**src/hw/dtc_regs.svh**
```systemverilog
`ifndef DTC_REGS_SVH
`define DTC_REGS_SVH

// register byte offsets
`define DTC_OFS_CTRL1      8'h00
`define DTC_OFS_CTRL2      8'h04
`define DTC_OFS_STAT       8'h08
`define DTC_OFS_CMPA       8'h0C
`define DTC_OFS_CMPB       8'h10
`define DTC_OFS_CMPC       8'h14
`define DTC_OFS_TRACE      8'h18

// control one fields
`define DTC_C1_EN          0
`define DTC_C1_ARM         1
`define DTC_C1_TRIGGER_SELECT      2
`define DTC_C1_BEGIN       3
`define DTC_C1_CAP         5:4
`define DTC_C1_BRK         6
`define DTC_C1_MODE        11:8

// control two fields
`define DTC_C2_LEG         0
`define DTC_C2_CEN         1
`define DTC_C2_CTAG        2
`define DTC_C2_CRWEN       3
`define DTC_C2_CRW         4
`define DTC_C2_ARWEN       5
`define DTC_C2_ARW         6
`define DTC_C2_BRWEN       7
`define DTC_C2_BRW         8

// comparator word layout
`define DTC_CMP_ALL        23:0
`define DTC_PSEL_EXT_BIT   0

// status fields
`define DTC_ST_FA          0
`define DTC_ST_FB          1
`define DTC_ST_FC          2
`define DTC_ST_TRG         3
`define DTC_ST_CNT         14:8
`define DTC_TRACE_DATA     15:0

// byte lanes
`define DTC_LANE0          0
`define DTC_LANE1          1
`define DTC_LANE2          2
`define DTC_BYTE0          7:0
`define DTC_BYTE1          15:8
`define DTC_BYTE2          23:16

// trigger modes
`define DTC_M_AONLY        4'h0
`define DTC_M_AORB         4'h1
`define DTC_M_ATHB         4'h2
`define DTC_M_EVB          4'h3
`define DTC_M_AEVB         4'h4
`define DTC_M_AANDB        4'h5
`define DTC_M_ANOTB        4'h6

// capture modes
`define DTC_CAP_DETAIL     2'h2

// trace buffer sizing
`define DTC_DEPTH_N        64
`define DTC_DEPTH          7'h40
`define DTC_LAST           7'h3F
`define DTC_CNT_ONE        7'h01
`define DTC_PTR_ONE        6'h01

`endif

```
**src/hw/dtc_pkg.sv**
```systemverilog
package dtc_pkg;

  // trace sequencing states
  typedef enum logic [2:0] {
    TS_IDLE  = 3'b001,
    TS_ARMED = 3'b010,
    TS_POST  = 3'b100
  } dtc_tstate_t;

  // wishbone request from the master
  typedef struct packed {
    logic        cyc;
    logic        stb;
    logic        we;
    logic [3:0]  sel;
    logic [7:0]  adr;
    logic [31:0] dat;
  } dtc_wb_req_t;

  // watched core bus
  typedef struct packed {
    logic        valid;
    logic        rw;
    logic        fetch;
    logic        free;
    logic        cof;
    logic        exec;
    logic [5:0]  xaddr;
    logic [15:0] addr;
    logic [15:0] wdata;
    logic [15:0] rdata;
    logic [15:0] exec_addr;
  } dtc_core_t;

  // comparator value, laid out as its register word
  typedef struct packed {
    logic [1:0]  page_selector;
    logic [5:0]  ext;
    logic [15:0] addr;
  } dtc_cmp_t;

  typedef struct packed {
    logic       trace_mode_enable;
    logic       trigger_select;
    logic       begin_trig;
    logic [1:0] capture;
    logic       brk_en;
    logic [3:0] mode;
  } dtc_ctrl1_t;

  typedef struct packed {
    logic legacy_breakpoint_mode;
    logic third_breakpoint_enable;
    logic third_breakpoint_tag_select;
    logic third_breakpoint_rw_enable;
    logic third_breakpoint_rw_select;
    logic comparator_a_rw_enable;
    logic comparator_a_rw_select;
    logic comparator_b_rw_enable;
    logic comparator_b_rw_select;
  } dtc_ctrl2_t;

  // whole state of the trigger block
  typedef struct packed {
    dtc_tstate_t ts;
    logic        armed;
    dtc_ctrl1_t  c1;
    dtc_ctrl2_t  c2;
    dtc_cmp_t    ca;
    dtc_cmp_t    cb;
    dtc_cmp_t    cc;
    logic        fa;
    logic        fb;
    logic        fc;
    logic        trg;
    logic        seq;
    logic [5:0]  wp;
    logic [5:0]  rp;
    logic [6:0]  cnt;
    logic        pend;
    logic [15:0] pdat;
    logic        ack;
    logic [31:0] dat;
    logic        brk;
    logic        trig;
  } dtc_state_t;

  localparam dtc_state_t DTC_RESET = '{ts: TS_IDLE, default: '0};

endpackage

```
**src/hw/dtc_trigger.sv**
```systemverilog
// Our own choices: the Wishbone register port and the register addresses.
`timescale 1ns/1ps
`include "dtc_regs.svh"
module dtc_trigger (
  // clock and reset
  input  logic                 clk_i,
  input  logic                 rst_i,
  // wishbone slave
  input  dtc_pkg::dtc_wb_req_t wb_i,
  output logic                 ack_o,
  output logic [31:0]          dat_o,
  // watched core bus
  input  dtc_pkg::dtc_core_t   core_i,
  // trigger results
  output logic                 trig_o,
  output logic                 brk_req_o,
  output logic                 armed_o
);
  import dtc_pkg::*;

  dtc_state_t  st_q;
  dtc_state_t  st_d;
  logic [15:0] mem_rdata;
  logic [15:0] mem_wdata;
  logic [15:0] item_d;
  logic [15:0] bdat;
  logic [31:0] rd_d;
  logic        mem_we;
  logic        req;
  logic        wr;
  logic        c1_wr;
  logic        arm_wr;
  logic        a_f;
  logic        a_t;
  logic        b_f;
  logic        b_t;
  logic        c_f;
  logic        c_t;
  logic        b_eq;
  logic        a_sel;
  logic        b_sel;
  logic        bm;
  logic        eval;
  logic        det;
  logic        evonly;
  logic        begin_eff;
  logic        set_a;
  logic        set_b;
  logic        set_c;
  logic        trig_c;
  logic        store_ok;
  logic        item_v;

  // address match with optional page bits
  function automatic logic addr_hit(input dtc_cmp_t c, input logic [15:0] a,
                                    input logic [5:0] x);
    addr_hit = (a == c.addr) && (!c.page_selector[`DTC_PSEL_EXT_BIT] || (x == c.ext));
  endfunction

  // read/write qualification
  function automatic logic rw_ok(input logic en, input logic sel, input logic rw);
    rw_ok = !en || (rw == sel);
  endfunction

  // byte-lane write of a comparator word
  function automatic dtc_cmp_t cmp_wr(input dtc_cmp_t c, input dtc_wb_req_t w);
    dtc_cmp_t n;
    n = c;
    if (w.sel[`DTC_LANE0]) begin
      n[`DTC_BYTE0] = w.dat[`DTC_BYTE0];
    end
    if (w.sel[`DTC_LANE1]) begin
      n[`DTC_BYTE1] = w.dat[`DTC_BYTE1];
    end
    if (w.sel[`DTC_LANE2]) begin
      n[`DTC_BYTE2] = w.dat[`DTC_BYTE2];
    end
    cmp_wr = n;
  endfunction

  // trace storage
  dtc_trace_mem u_mem (
    .clk_i   (clk_i),
    .we_i    (mem_we),
    .waddr_i (st_q.wp),
    .wdata_i (mem_wdata),
    .raddr_i (st_q.rp),
    .rdata_o (mem_rdata)
  );

  // next-state logic
  always_comb begin
    st_d   = st_q;
    req    = wb_i.cyc && wb_i.stb && !st_q.ack;
    wr     = req && wb_i.we;
    c1_wr  = wr && (wb_i.adr == `DTC_OFS_CTRL1) && wb_i.sel[`DTC_LANE0];
    arm_wr = c1_wr && wb_i.dat[`DTC_C1_EN] && wb_i.dat[`DTC_C1_ARM]
             && !st_q.c2.legacy_breakpoint_mode;

    a_f  = core_i.valid && addr_hit(st_q.ca, core_i.addr, core_i.xaddr)
           && rw_ok(st_q.c2.comparator_a_rw_enable, st_q.c2.comparator_a_rw_select,
                    core_i.rw);
    bdat = core_i.rw ? core_i.rdata : core_i.wdata;
    b_eq = (bdat == st_q.cb.addr);
    b_f  = core_i.valid && addr_hit(st_q.cb, core_i.addr, core_i.xaddr)
           && rw_ok(st_q.c2.comparator_b_rw_enable, st_q.c2.comparator_b_rw_select,
                    core_i.rw);
    c_t  = core_i.exec && st_q.c2.third_breakpoint_enable
           && st_q.c2.third_breakpoint_tag_select
           && addr_hit(st_q.cc, core_i.exec_addr, core_i.xaddr);
    c_f  = core_i.valid && st_q.c2.third_breakpoint_enable
           && !st_q.c2.third_breakpoint_tag_select
           && addr_hit(st_q.cc, core_i.addr, core_i.xaddr)
           && rw_ok(st_q.c2.third_breakpoint_rw_enable,
                    st_q.c2.third_breakpoint_rw_select, core_i.rw);
    // tagged path has no rw check
    a_t  = core_i.exec && addr_hit(st_q.ca, core_i.exec_addr, core_i.xaddr) && !c_t;
    b_t  = core_i.exec && addr_hit(st_q.cb, core_i.exec_addr, core_i.xaddr) && !c_t;
    a_sel = st_q.c1.trigger_select ? a_t : a_f;
    b_sel = st_q.c1.trigger_select ? b_t : b_f;

    det       = (st_q.c1.capture == `DTC_CAP_DETAIL);
    evonly    = !det && ((st_q.c1.mode == `DTC_M_EVB) || (st_q.c1.mode == `DTC_M_AEVB));
    begin_eff = evonly || st_q.c1.begin_trig;
    bm        = (det || (st_q.c1.mode == `DTC_M_ATHB)) ? b_sel : b_f;
    eval      = st_q.armed && st_q.c1.trace_mode_enable && !st_q.c2.legacy_breakpoint_mode;

    set_a  = 1'b0;
    set_b  = 1'b0;
    trig_c = 1'b0;
    unique case (st_q.c1.mode)
      `DTC_M_AONLY: begin
        set_a  = a_sel;
        trig_c = a_sel;
      end
      `DTC_M_AORB: begin
        set_a  = a_sel;
        set_b  = b_sel;
        trig_c = a_sel || b_sel;
      end
      `DTC_M_ATHB, `DTC_M_AEVB: begin
        set_a  = a_sel;
        set_b  = bm && st_q.seq;
        trig_c = bm && st_q.seq;
      end
      `DTC_M_EVB: begin
        set_b  = bm;
        trig_c = bm;
      end
      `DTC_M_AANDB: begin
        if (st_q.c1.trigger_select) begin
          set_a  = a_t;
          trig_c = a_t;
        end else begin
          set_a  = a_f && b_eq;
          set_b  = a_f && b_eq;
          trig_c = a_f && b_eq;
        end
      end
      `DTC_M_ANOTB: begin
        if (st_q.c1.trigger_select) begin
          set_a  = a_t;
          trig_c = a_t;
        end else begin
          set_a  = a_f && !b_eq;
          set_b  = a_f && !b_eq;
          trig_c = a_f && !b_eq;
        end
      end
      default: ;
    endcase
    set_a  = set_a && eval;
    set_b  = set_b && eval;
    trig_c = trig_c && eval;
    set_c  = (c_t || c_f) && (eval || st_q.c2.legacy_breakpoint_mode);
    if (set_a) begin
      st_d.seq = 1'b1;
    end

    item_v = core_i.cof;
    item_d = core_i.addr;
    if (det) begin
      item_v = core_i.valid && !core_i.fetch && !core_i.free;
    end else if (evonly) begin
      item_v = set_b;
      item_d = bdat;
    end

    unique case (st_q.ts)
      TS_ARMED: store_ok = eval && (!begin_eff || trig_c);
      TS_POST:  store_ok = eval;
      default:  store_ok = 1'b0;
    endcase

    // trace write, detail data follows address
    mem_we    = st_q.pend || (item_v && store_ok);
    mem_wdata = st_q.pend ? st_q.pdat : item_d;
    st_d.pend = !st_q.pend && item_v && store_ok && det;
    st_d.pdat = bdat;
    if (mem_we) begin
      st_d.wp = st_q.wp + `DTC_PTR_ONE;
      if (st_q.cnt != `DTC_DEPTH) begin
        st_d.cnt = st_q.cnt + `DTC_CNT_ONE;
      end
    end

    // arm clears at an end trigger, or at full after a begin trigger
    unique case (st_q.ts)
      TS_IDLE: ;
      TS_ARMED: begin
        if (trig_c) begin
          st_d.ts = begin_eff ? TS_POST : TS_IDLE;
        end
      end
      TS_POST: begin
        if (mem_we && (st_q.cnt == `DTC_LAST)) begin
          st_d.ts = TS_IDLE;
        end
      end
      default: st_d.ts = TS_IDLE;
    endcase
    if (c1_wr && !arm_wr) begin
      st_d.ts = TS_IDLE;
    end
    if ((st_d.ts == TS_IDLE) && st_q.armed && (st_d.cnt == `DTC_DEPTH)) begin
      st_d.rp = st_d.wp;
    end

    if (arm_wr) begin
      st_d.ts   = TS_ARMED;
      st_d.fa   = 1'b0;
      st_d.fb   = 1'b0;
      st_d.fc   = 1'b0;
      st_d.trg  = 1'b0;
      st_d.seq  = 1'b0;
      st_d.cnt  = '0;
      st_d.wp   = '0;
      st_d.rp   = '0;
      st_d.pend = 1'b0;
    end
    if (set_a) begin
      st_d.fa = 1'b1;
    end
    if (set_b) begin
      st_d.fb = 1'b1;
    end
    if (set_c) begin
      st_d.fc = 1'b1;
    end
    if (trig_c) begin
      st_d.trg = 1'b1;
    end
    st_d.armed = (st_d.ts != TS_IDLE);

    st_d.trig = trig_c;
    st_d.brk  = (trig_c && st_q.c1.brk_en)
                || (st_q.c2.legacy_breakpoint_mode && (c_t || c_f));

    // register writes
    if (wr) begin
      case (wb_i.adr)
        `DTC_OFS_CTRL1: begin
          if (wb_i.sel[`DTC_LANE0]) begin
            st_d.c1.trace_mode_enable = wb_i.dat[`DTC_C1_EN];
            st_d.c1.trigger_select    = wb_i.dat[`DTC_C1_TRIGGER_SELECT];
            st_d.c1.begin_trig        = wb_i.dat[`DTC_C1_BEGIN];
            st_d.c1.capture           = wb_i.dat[`DTC_C1_CAP];
            st_d.c1.brk_en            = wb_i.dat[`DTC_C1_BRK];
          end
          if (wb_i.sel[`DTC_LANE1]) begin
            st_d.c1.mode = wb_i.dat[`DTC_C1_MODE];
          end
        end
        `DTC_OFS_CTRL2: begin
          if (wb_i.sel[`DTC_LANE0]) begin
            st_d.c2.legacy_breakpoint_mode      = wb_i.dat[`DTC_C2_LEG];
            st_d.c2.third_breakpoint_enable     = wb_i.dat[`DTC_C2_CEN];
            st_d.c2.third_breakpoint_tag_select = wb_i.dat[`DTC_C2_CTAG];
            st_d.c2.third_breakpoint_rw_enable  = wb_i.dat[`DTC_C2_CRWEN];
            st_d.c2.third_breakpoint_rw_select  = wb_i.dat[`DTC_C2_CRW];
            st_d.c2.comparator_a_rw_enable      = wb_i.dat[`DTC_C2_ARWEN];
            st_d.c2.comparator_a_rw_select      = wb_i.dat[`DTC_C2_ARW];
            st_d.c2.comparator_b_rw_enable      = wb_i.dat[`DTC_C2_BRWEN];
          end
          if (wb_i.sel[`DTC_LANE1]) begin
            st_d.c2.comparator_b_rw_select = wb_i.dat[`DTC_C2_BRW];
          end
        end
        `DTC_OFS_CMPA: st_d.ca = cmp_wr(st_q.ca, wb_i);
        `DTC_OFS_CMPB: st_d.cb = cmp_wr(st_q.cb, wb_i);
        `DTC_OFS_CMPC: st_d.cc = cmp_wr(st_q.cc, wb_i);
        default: ;
      endcase
    end

    // register reads
    rd_d = '0;
    case (wb_i.adr)
      `DTC_OFS_CTRL1: begin
        rd_d[`DTC_C1_EN]     = st_q.c1.trace_mode_enable;
        rd_d[`DTC_C1_ARM]    = st_q.armed;
        rd_d[`DTC_C1_TRIGGER_SELECT] = st_q.c1.trigger_select;
        rd_d[`DTC_C1_BEGIN]  = st_q.c1.begin_trig;
        rd_d[`DTC_C1_CAP]    = st_q.c1.capture;
        rd_d[`DTC_C1_BRK]    = st_q.c1.brk_en;
        rd_d[`DTC_C1_MODE]   = st_q.c1.mode;
      end
      `DTC_OFS_CTRL2: begin
        rd_d[`DTC_C2_LEG]   = st_q.c2.legacy_breakpoint_mode;
        rd_d[`DTC_C2_CEN]   = st_q.c2.third_breakpoint_enable;
        rd_d[`DTC_C2_CTAG]  = st_q.c2.third_breakpoint_tag_select;
        rd_d[`DTC_C2_CRWEN] = st_q.c2.third_breakpoint_rw_enable;
        rd_d[`DTC_C2_CRW]   = st_q.c2.third_breakpoint_rw_select;
        rd_d[`DTC_C2_ARWEN] = st_q.c2.comparator_a_rw_enable;
        rd_d[`DTC_C2_ARW]   = st_q.c2.comparator_a_rw_select;
        rd_d[`DTC_C2_BRWEN] = st_q.c2.comparator_b_rw_enable;
        rd_d[`DTC_C2_BRW]   = st_q.c2.comparator_b_rw_select;
      end
      `DTC_OFS_STAT: begin
        rd_d[`DTC_ST_FA]  = st_q.fa;
        rd_d[`DTC_ST_FB]  = st_q.fb;
        rd_d[`DTC_ST_FC]  = st_q.fc;
        rd_d[`DTC_ST_TRG] = st_q.trg;
        rd_d[`DTC_ST_CNT] = st_q.cnt;
      end
      `DTC_OFS_CMPA:  rd_d[`DTC_CMP_ALL] = st_q.ca;
      `DTC_OFS_CMPB:  rd_d[`DTC_CMP_ALL] = st_q.cb;
      `DTC_OFS_CMPC:  rd_d[`DTC_CMP_ALL] = st_q.cc;
      `DTC_OFS_TRACE: rd_d[`DTC_TRACE_DATA] = mem_rdata;
      default: ;
    endcase
    // trace read advances the read pointer
    if (req && !wb_i.we && (wb_i.adr == `DTC_OFS_TRACE) && !arm_wr) begin
      st_d.rp = st_q.rp + `DTC_PTR_ONE;
    end
    st_d.ack = req;
    if (req) begin
      st_d.dat = wb_i.we ? '0 : rd_d;
    end
  end

  // state register
  always_ff @(posedge clk_i) begin
    if (rst_i) begin
      st_q <= DTC_RESET;
    end else begin
      st_q <= st_d;
    end
  end

  // outputs straight from state
  assign ack_o     = st_q.ack;
  assign dat_o     = st_q.dat;
  assign trig_o    = st_q.trig;
  assign brk_req_o = st_q.brk;
  assign armed_o   = st_q.armed;

  property p_cnt_max;
    @(posedge clk_i) disable iff (rst_i) st_q.cnt <= `DTC_DEPTH;
  endproperty
  a_cnt_max: assert property (p_cnt_max) else $error("trace count above depth");

  property p_begin_full;
    @(posedge clk_i) disable iff (rst_i)
      (st_q.ts == TS_POST) && mem_we && (st_q.cnt == `DTC_LAST) && !arm_wr
      |=> !armed_o && (st_q.cnt == `DTC_DEPTH);
  endproperty
  a_begin_full: assert property (p_begin_full) else $error("begin not ended at full");

  property p_end_trig;
    @(posedge clk_i) disable iff (rst_i)
      (st_q.ts == TS_ARMED) && trig_c && !begin_eff && !arm_wr |=> !armed_o;
  endproperty
  a_end_trig: assert property (p_end_trig) else $error("arm kept after end trigger");

  property p_arm_clr;
    @(posedge clk_i) disable iff (rst_i)
      arm_wr && !set_a && !set_b && !set_c |=> !st_q.fa && !st_q.fb && !st_q.fc && armed_o;
  endproperty
  a_arm_clr: assert property (p_arm_clr) else $error("arming left flags set");

  property p_c_prio;
    @(posedge clk_i) disable iff (rst_i)
      eval && st_q.c1.trigger_select && (st_q.c1.mode == `DTC_M_AONLY) && c_t |=> !trig_o;
  endproperty
  a_c_prio: assert property (p_c_prio) else $error("tagged a beat tagged c");

  property p_full_rw;
    @(posedge clk_i) disable iff (rst_i)
      eval && !st_q.c1.trigger_select && (st_q.c1.mode == `DTC_M_AANDB)
      && st_q.c2.comparator_a_rw_enable && (core_i.rw != st_q.c2.comparator_a_rw_select)
      |=> !trig_o;
  endproperty
  a_full_rw: assert property (p_full_rw) else $error("full compare on wrong cycle");

  property p_full_hit;
    @(posedge clk_i) disable iff (rst_i)
      eval && !st_q.c1.trigger_select && (st_q.c1.mode == `DTC_M_AANDB) && a_f && b_eq
      |=> trig_o && st_q.fa && st_q.fb;
  endproperty
  a_full_hit: assert property (p_full_hit) else $error("a and b hit missed");

  property p_athb;
    @(posedge clk_i) disable iff (rst_i)
      eval && (st_q.c1.mode == `DTC_M_ATHB) && !st_q.seq |=> !trig_o;
  endproperty
  a_athb: assert property (p_athb) else $error("b fired before a");

  property p_evb;
    @(posedge clk_i) disable iff (rst_i)
      eval && !det && (st_q.c1.mode == `DTC_M_EVB) && b_f |=> trig_o && st_q.fb;
  endproperty
  a_evb: assert property (p_evb) else $error("event-only b missed");

  property p_brk;
    @(posedge clk_i) disable iff (rst_i)
      trig_o && $past(st_q.c1.brk_en) |-> brk_req_o;
  endproperty
  a_brk: assert property (p_brk) else $error("trigger without break request");

endmodule

```
**src/hw/dtc_trace_mem.sv**
```systemverilog
`timescale 1ns/1ps
`include "dtc_regs.svh"
module dtc_trace_mem (
  // clock
  input  logic        clk_i,
  // write port
  input  logic        we_i,
  input  logic [5:0]  waddr_i,
  input  logic [15:0] wdata_i,
  // read port
  input  logic [5:0]  raddr_i,
  output logic [15:0] rdata_o
);
  logic [15:0] mem_q [0:`DTC_DEPTH_N-1];

  // write and registered read
  always_ff @(posedge clk_i) begin
    if (we_i) begin
      mem_q[waddr_i] <= wdata_i;
    end
    rdata_o <= mem_q[raddr_i];
  end
endmodule

```
**config.mk**
```make
export PLATFORM = sky130hd
export DESIGN_NAME = dtc_trigger
export DESIGN_NICKNAME = d
export VERILOG_FILES = /design/src/hw/dtc_pkg.sv /design/src/hw/dtc_trigger.sv /design/src/hw/dtc_trace_mem.sv
export VERILOG_INCLUDE_DIRS = /design/src /design/src/hw
export SDC_FILE = /design/constraint.sdc
export NUM_CORES = 2
export LEC_CHECK = 0
export BUFFER_PORTS_ARGS = -buffer_cell sky130_fd_sc_hd__buf_2
export CAP_MARGIN = 5
export CORE_AREA = 3 3 301 303
export DETAILED_ROUTE_END_ITERATION = 12
export DIE_AREA = 0 0 304 306
export PLACE_DENSITY = 0.76
export RECOVER_POWER = 50
export SYNTH_ARGS = -nofsm -noshare
export SYNTH_HDL_FRONTEND = slang
export SYNTH_SLANG_ARGS = --single-unit
```
**constraint.sdc**
```tcl
create_clock -name clk_i -period 5.2 [get_ports clk_i]
set_clock_uncertainty 0.15 [all_clocks]
set_input_delay 1.04 -clock clk_i [delete_from_list [all_inputs] [get_ports clk_i]]
set_output_delay 1.04 -clock clk_i [all_outputs]
set_load 0.05 [all_outputs]
```
# == Word-level counts from Yosys, hierarchy flattened ==
# Memories as Yosys holds them, arrays and structs flattened. A register that Yosys moved wholly into a read port is not among the register bits.
# Index checks and enable logic that the tools add are counted.
# op_classes
n_addsub,3
mul,0
div,0
order_cmp,0
eq_ne,34
shift,0
n_mux,45
n_bitwise,0
reduce_logical,111
# op_table
operator,n
$eq A16 B16 Y1,7
$mux W16,4
$logic_and A1 B1 Y1,55
$reduce_and A3 Y1,13
$pmux W3 S6,2
$pmux W4 S7,1
$mux W25,1
$eq A8 B5 Y1 const B,3
$mux W24,1
$pmux W8 S3,1
$eq A6 B6 Y1,3
$logic_not A1 Y1,18
$mux W6,3
$eq A8 B4 Y1 const B,2
$mux W1,16
$logic_or A1 B1 Y1,15
$mux W3,5
$pmux W3 S5,1
$mux W7,2
$add A6 B1 Y6 const B,2
$eq A4 B3 Y1 const B,3
$pmux W1 S5,2
$pmux W3 S3,1
$eq A4 B2 Y1 const B,2
other kinds (23),30
# totals
register_bits,171
latch_bits,0
ramBits,1024
romBits,0
in_bits,125
output_inout_bits,36
wordCells,237
memories,1
# memory_table
name,words,width,rd,rd_ports_with_merged_regs,wr,line,source
u_mem.mem_q,64,16,1,1,1,dtc_trace_mem.sv:14,logic [15:0] mem_q [0:`DTC_DEPTH_N-1];

# == Longest topological paths before layout ==
# logic_depth
ltp_word,26
ltp_mapped,15
mapped_depth_nobuf,12

# == Cells and area by module ==
# A second synthesis with hierarchy kept.
# unflattened
hier_cells,3060
hier_area_um2,50201.9
# modules_own_cells
module,n_inst,cells_per_inst,area_each_um2,seq_area_each_um2
dtc_trace_mem,1,1829,40042.2,31069.8
dtc_trigger,1,1231,10159.7,3263.1

# == Worst setup path after synthesis ==
# OpenSTA, ideal clock, no wires.
# synth_timing
path_type,input to register
from,input core_i[74] in the netlist's numbering
to,memory u_mem.mem_q[48][0] (enable)
setup_time_ps,431
arrival_ps,4769
required_ps,4619
setup_slack_ps,-149
stages,12
n_path_buf,3
path_cell_list,buf_6 -> buf_12 -> xor2_2 -> a2111oi_4 -> nand2_2 -> nor4_2 -> a32oi_1 -> a21oi_2 -> a211o_2 -> buf_6 -> nand4b_1 -> nor4_1
# synth_between
elab_chain_cells,15
elab_cells_between_ends,33
cone_classes,eq/ne (3); mux (15); reduce/logical (15)
# synth_lines
element,line,source
"start, declared",dtc_trigger.sv:13,"input dtc_pkg::dtc_core_t core_i,"
"parallel branches: the longest is 11 deep, another holds $mux W16",--,
$logic_and A1 B1 Y1 *,dtc_trigger.sv:196,mem_we = st_q.pend || (item_v && store_ok);
$logic_or A1 B1 Y1 *,dtc_trigger.sv:196,
$mux W1 *,dtc_trace_mem.sv:18,if (we_i) begin
$mux W1 (implied by the code) *,dtc_trace_mem.sv:19,mem_q[waddr_i] <= wdata_i;
"end, declared",dtc_trace_mem.sv:14,
# Every way passes the cells marked *.

# == Final worst setup path ==
# layout_timing
from,input core_i[74] in the netlist's numbering
to,register st_q[61] in the netlist's numbering
# layout_between
elab_chain_cells,21
elab_cells_between_ends,46
cone_classes,eq/ne (5); mux (22); reduce/logical (19)
# layout_lines
element,line,source
"parallel branches: the longest is 21 deep, another holds $mux W16",--,
"end signal, assigned",dtc_trigger.sv:347,st_q <= st_d;
"end, declared",dtc_trigger.sv:21,dtc_state_t st_q;
# Several ways; the timed one is not identified. The select of a mux whose other input is x is not followed.
# A chain may end at the register's enable or synchronous reset.

==> metrics.log <==
[metrics] Port-buffer cells: roughly 140
[metrics] total of hold buffers inserted after clock tree synthesis: 0
[metrics] Cell Pwr Density: about 340 nW/um2
[metrics] die area: 93000 um2
[metrics] combined flip-flop and latch cell area: 34300 um2
[metrics] required time of the critical path: between 5 and 6 ns
[metrics] final HPWL from detailed placement: 86100 um
[metrics] chip width: approximately 300 um
[metrics] proportion of synthesized chip area in sequential cells: 69.5%
[metrics] startpoint types: input port
[metrics] clock-pin slew of the registers on the worst-case setup and hold paths: ~0.06 ns
[metrics] WHS Path Cells: 2
[metrics] final setup violating endpoints: 0
[metrics] aggregate global-route resource usage: 28.4%
[metrics] synth top area cells: sky130_fd_sc_hd__edfxtp_1, sky130_fd_sc_hd__mux4_2, sky130_fd_sc_hd__dfxtp_1
[metrics] drt first pass iters: 9
[metrics] fillcell total: 5881
[metrics] final critical delay including setup and external delays: 4.67 ns
[metrics] final hold vios: 0
[metrics] final hold slack: 0.325 ns
[metrics] most instantiated flip-flop cell in the synthesis netlist: sky130_fd_sc_hd__edfxtp_1
[metrics] effective utilization at floorplan: 56.0%
[metrics] worst r2r dst: st_q[61]
[metrics] per-cell via count in the routed design: 6.51
[metrics] Unique masters post-synth: 85
[metrics] sort of element at the end of the critical path: flip-flop
[metrics] count of routing violations after the opening detailed-route iteration: 3598
[metrics] worst hold-check path type: reg2reg
[metrics] Mean Syn Cell Area: between 15 and 20 um2
[metrics] antenna-violating nets left: 0
[metrics] fraction of final layout cells sized beyond drive strength 1: 26.2%
[metrics] Final nets: about 3100
[metrics] RSZ-0062 raised after global routing: false
[metrics] clock buffers created by TritonCTS: 114
[metrics] CTS Buffer Depth: 3
[metrics] highest clock rate: 0.214 GHz
[metrics] core footprint: 88200 um2
[metrics] routed len/inst: 30.9 um
[metrics] outcome: finished, violations left
[metrics] register bit total from synthesis: 1203
[metrics] global-route wire length before repair: 193000 um
[metrics] static leakage: 17.6 nW
[metrics] buffers inserted by post-CTS timing repair: 0
[metrics] Arrival @ worst endpoint: 4.94 ns
[metrics] hold endpoint: st_q[71]
[metrics] measured slew at the worst slew-check pin: 2.82 ns
[metrics] cell count of the worst reg-to-reg path: 12
[metrics] number of antenna violations at the first check in global routing: 5
[metrics] Final GP Congestion: 0.969
[metrics] failing checks: capacitance limit, slew limit
[metrics] max-slew violation total from the final report: 650
[metrics] H-tree depth: 3
[metrics] drt drc: 0
[metrics] number of core rows: 109
[metrics] floorplan die height: 306 um
[metrics] number of global-route vias before repair: 27457
[metrics] Syn-to-layout area delta: 13.6%
[metrics] min-delay src: st_q[71]
[metrics] reported max-cap violation count: 16
[metrics] fraction of registers with async set/reset: 0%
[metrics] clock root buffer: sky130_fd_sc_hd__clkbuf_16
[metrics] start of the worst register-to-register path: st_q[106]
[metrics] largest net degree at the start of global routing: 69
[metrics] clock tree from TritonCTS: done
[metrics] maximum fanout along the worst path: 14
[metrics] number of flops mapped to enable cells by yosys: 1024
[metrics] total wirelength of the detailed-routed design: 132000 um
[metrics] quantity of gates resized following cts: 0
[metrics] GR Overflow Total: 0
[metrics] number of top-level pins: 161
[metrics] Netlist Area Pre-Place: 49400 um2
[metrics] Worst Setup Path Type: in2reg
[metrics] number of synthesis warnings: 0
[metrics] Reg2Reg Setup Slack: 0.58 ns
[metrics] Max rail drop VDD: 291 uV
[metrics] area of the multi-input gates: 14200 um2
[metrics] total vias in the final route: between 20000 and 30000
[metrics] Max-slew headroom: -87.8%
[metrics] Final period util: about nine tenths
[metrics] Post-Synthesis Cells: ~2800
[metrics] total number of clock tree sinks: 1203
[metrics] setup TNS: 0 ns
[metrics] top cell type by total area after synthesis: sky130_fd_sc_hd__edfxtp_1
[metrics] insertion delay of the later-clocked pin in the worst-skew pair: 0.69 ns
[metrics] portion of synthesized cell area occupied by the leading cell type: 62.3%
[critical path: stages]
cell and delay, ns:
sky130_fd_sc_hd__buf_2 0.31, sky130_fd_sc_hd__buf_4 0.27, sky130_fd_sc_hd__mux2i_1 0.33, sky130_fd_sc_hd__xor2_1 0.19
sky130_fd_sc_hd__nand4_1 0.11, sky130_fd_sc_hd__nor4_1 0.53, sky130_fd_sc_hd__buf_4 0.26, sky130_fd_sc_hd__mux2i_1 0.33
sky130_fd_sc_hd__nand3_2 0.24, sky130_fd_sc_hd__o41ai_1 0.39, sky130_fd_sc_hd__a211oi_1 0.10, sky130_fd_sc_hd__nor4_2 0.34
sky130_fd_sc_hd__buf_4 0.23, sky130_fd_sc_hd__a31o_1 0.15, sky130_fd_sc_hd__a31oi_1 0.08
[routing by layer]
metal	vias to the layer above	routed length (um)	GRT usage (%)
met2	1674	62400	44.2
li1	11500	-	-
met5	-	13	0
met4	2	4410	9.52
met1	14360	52000	41.3
met3	238	13100	5.16
[cell usage after synthesis (4+ instances only)]
cell type	count
sky130_fd_sc_hd__a211oi_1	4
sky130_fd_sc_hd__a21o_1	4
sky130_fd_sc_hd__a21oi_1	54
sky130_fd_sc_hd__a222oi_1	10
sky130_fd_sc_hd__a22oi_1	43
sky130_fd_sc_hd__a31oi_1	8
sky130_fd_sc_hd__a32oi_1	4
sky130_fd_sc_hd__and2_1	5
sky130_fd_sc_hd__and3_1	7
sky130_fd_sc_hd__and4_1	4
sky130_fd_sc_hd__buf_1	31
sky130_fd_sc_hd__buf_2	5
sky130_fd_sc_hd__buf_4	32
sky130_fd_sc_hd__buf_6	5
sky130_fd_sc_hd__clkbuf_1	117
sky130_fd_sc_hd__clkbuf_2	4
sky130_fd_sc_hd__dfxtp_1	179
sky130_fd_sc_hd__edfxtp_1	1024
sky130_fd_sc_hd__ha_1	4
sky130_fd_sc_hd__inv_1	13
sky130_fd_sc_hd__mux2i_1	98
sky130_fd_sc_hd__mux4_2	336
sky130_fd_sc_hd__nand2_1	141
sky130_fd_sc_hd__nand2b_1	15
sky130_fd_sc_hd__nand3_1	37
sky130_fd_sc_hd__nand3b_1	7
sky130_fd_sc_hd__nand4_1	23
sky130_fd_sc_hd__nand4b_1	4
sky130_fd_sc_hd__nor2_1	232
sky130_fd_sc_hd__nor2b_1	9
sky130_fd_sc_hd__nor3_1	16
sky130_fd_sc_hd__nor4_1	24
sky130_fd_sc_hd__o211ai_1	10
sky130_fd_sc_hd__o21ai_0	50
sky130_fd_sc_hd__or2_2	9
sky130_fd_sc_hd__or3_1	9
sky130_fd_sc_hd__xnor2_1	49
sky130_fd_sc_hd__xor2_1	93
[metrics by stage]
step	util [%]	setup WS [ns]	area (um2)	cells	power, mW
5_1_grt	63.6	0.345	56100	4268	19.8
6_report	63.6	0.534	56100	4269	19.4
2_1_floorplan	-	0.179	49400	2792	10.9
3_3_place_gp	59.5	0.252	52500	4053	11.1
4_1_cts	63.9	0.854	56400	4266	19.5
3_5_place_dp	59.5	0.159	52500	4053	11.1
[cell families after synthesis]
kind of cell	Yosys count	share of synthesized area (%)
DFF	1203	69.5
xor gates and xnor gates	143	2.55
and+or+nand+nor	563	5.31
adders and majority gates	4	0.101
other	1	0.00759
AOI/OAI and AO/OA	228	3.20
muxes	435	17.4
buffers and inverters	208	1.96
[power by group]
part	leakage (nW)	total [mW]	internal, mW	switching (mW)
clock	1.83	8.48	4.87	3.62
sequential	10.7	10.5	10.5	0.00527
combinational	5.10	0.415	0.0987	0.317
[layout make-up]
type	instances	area share [%]
multi-input combinational	1381	25.3
tap	1165	2.60
clock buffer	139	5.36
timing repair buffer	291	4.03
clock inverter	74	1.45
sequential	1203	61.2
antenna	3	0.0134
inverter	13	0.0869
[flip-flops by register name, indices dropped and copies added (netlist names)]
signal and cells:
ack_o 1, armed_o 1, brk_req_o 1, dat_o 24, st_q 135, trig_o 1
u_mem.mem_q 1024, u_mem.rdata_o 16
[worst max-delay path by stage]
stage	from	cells after the start	slack, ns	end
4_1_cts	st_q[106]	13	0.85	st_q[62]
2_1_floorplan	core_i[74]	6	0.18	u_mem.mem_q[0][12]
3_3_place_gp	core_i[74]	15	0.25	st_q[63]
3_5_place_dp	core_i[74]	15	0.16	st_q[63]
6_report	core_i[74]	15	0.53	st_q[61]
5_1_grt	st_q[159]	6	0.34	u_mem.mem_q[14][6]
[cells in the final DEF (no fill, tap or decap), types with 14 or more instances in the layout]
| master | n |
|---|---|
| sky130_fd_sc_hd__nand2_1 | 142 |
| sky130_fd_sc_hd__mux4_2 | 336 |
| sky130_fd_sc_hd__nor4_1 | 24 |
| sky130_fd_sc_hd__clkinv_1 | 17 |
| sky130_fd_sc_hd__mux2i_1 | 99 |
| sky130_fd_sc_hd__dfxtp_1 | 174 |
| sky130_fd_sc_hd__a22oi_1 | 43 |
| sky130_fd_sc_hd__nor2_1 | 232 |
| sky130_fd_sc_hd__nand2b_1 | 15 |
| sky130_fd_sc_hd__edfxtp_1 | 1024 |
| sky130_fd_sc_hd__clkbuf_16 | 115 |
| sky130_fd_sc_hd__xnor2_1 | 49 |
| sky130_fd_sc_hd__a21oi_1 | 54 |
| sky130_fd_sc_hd__clkbuf_1 | 59 |
| sky130_fd_sc_hd__xor2_1 | 93 |
| sky130_fd_sc_hd__bufinv_16 | 15 |
| sky130_fd_sc_hd__o21ai_0 | 35 |
| sky130_fd_sc_hd__buf_4 | 88 |
| sky130_fd_sc_hd__clkinvlp_4 | 14 |
| sky130_fd_sc_hd__nor3_1 | 18 |
| sky130_fd_sc_hd__nand4_1 | 23 |
| sky130_fd_sc_hd__clkinv_2 | 21 |
| sky130_fd_sc_hd__buf_12 | 42 |
| sky130_fd_sc_hd__buf_2 | 113 |
| sky130_fd_sc_hd__nand3_1 | 37 |
Note: power is estimated with default switching activity, not from simulation.
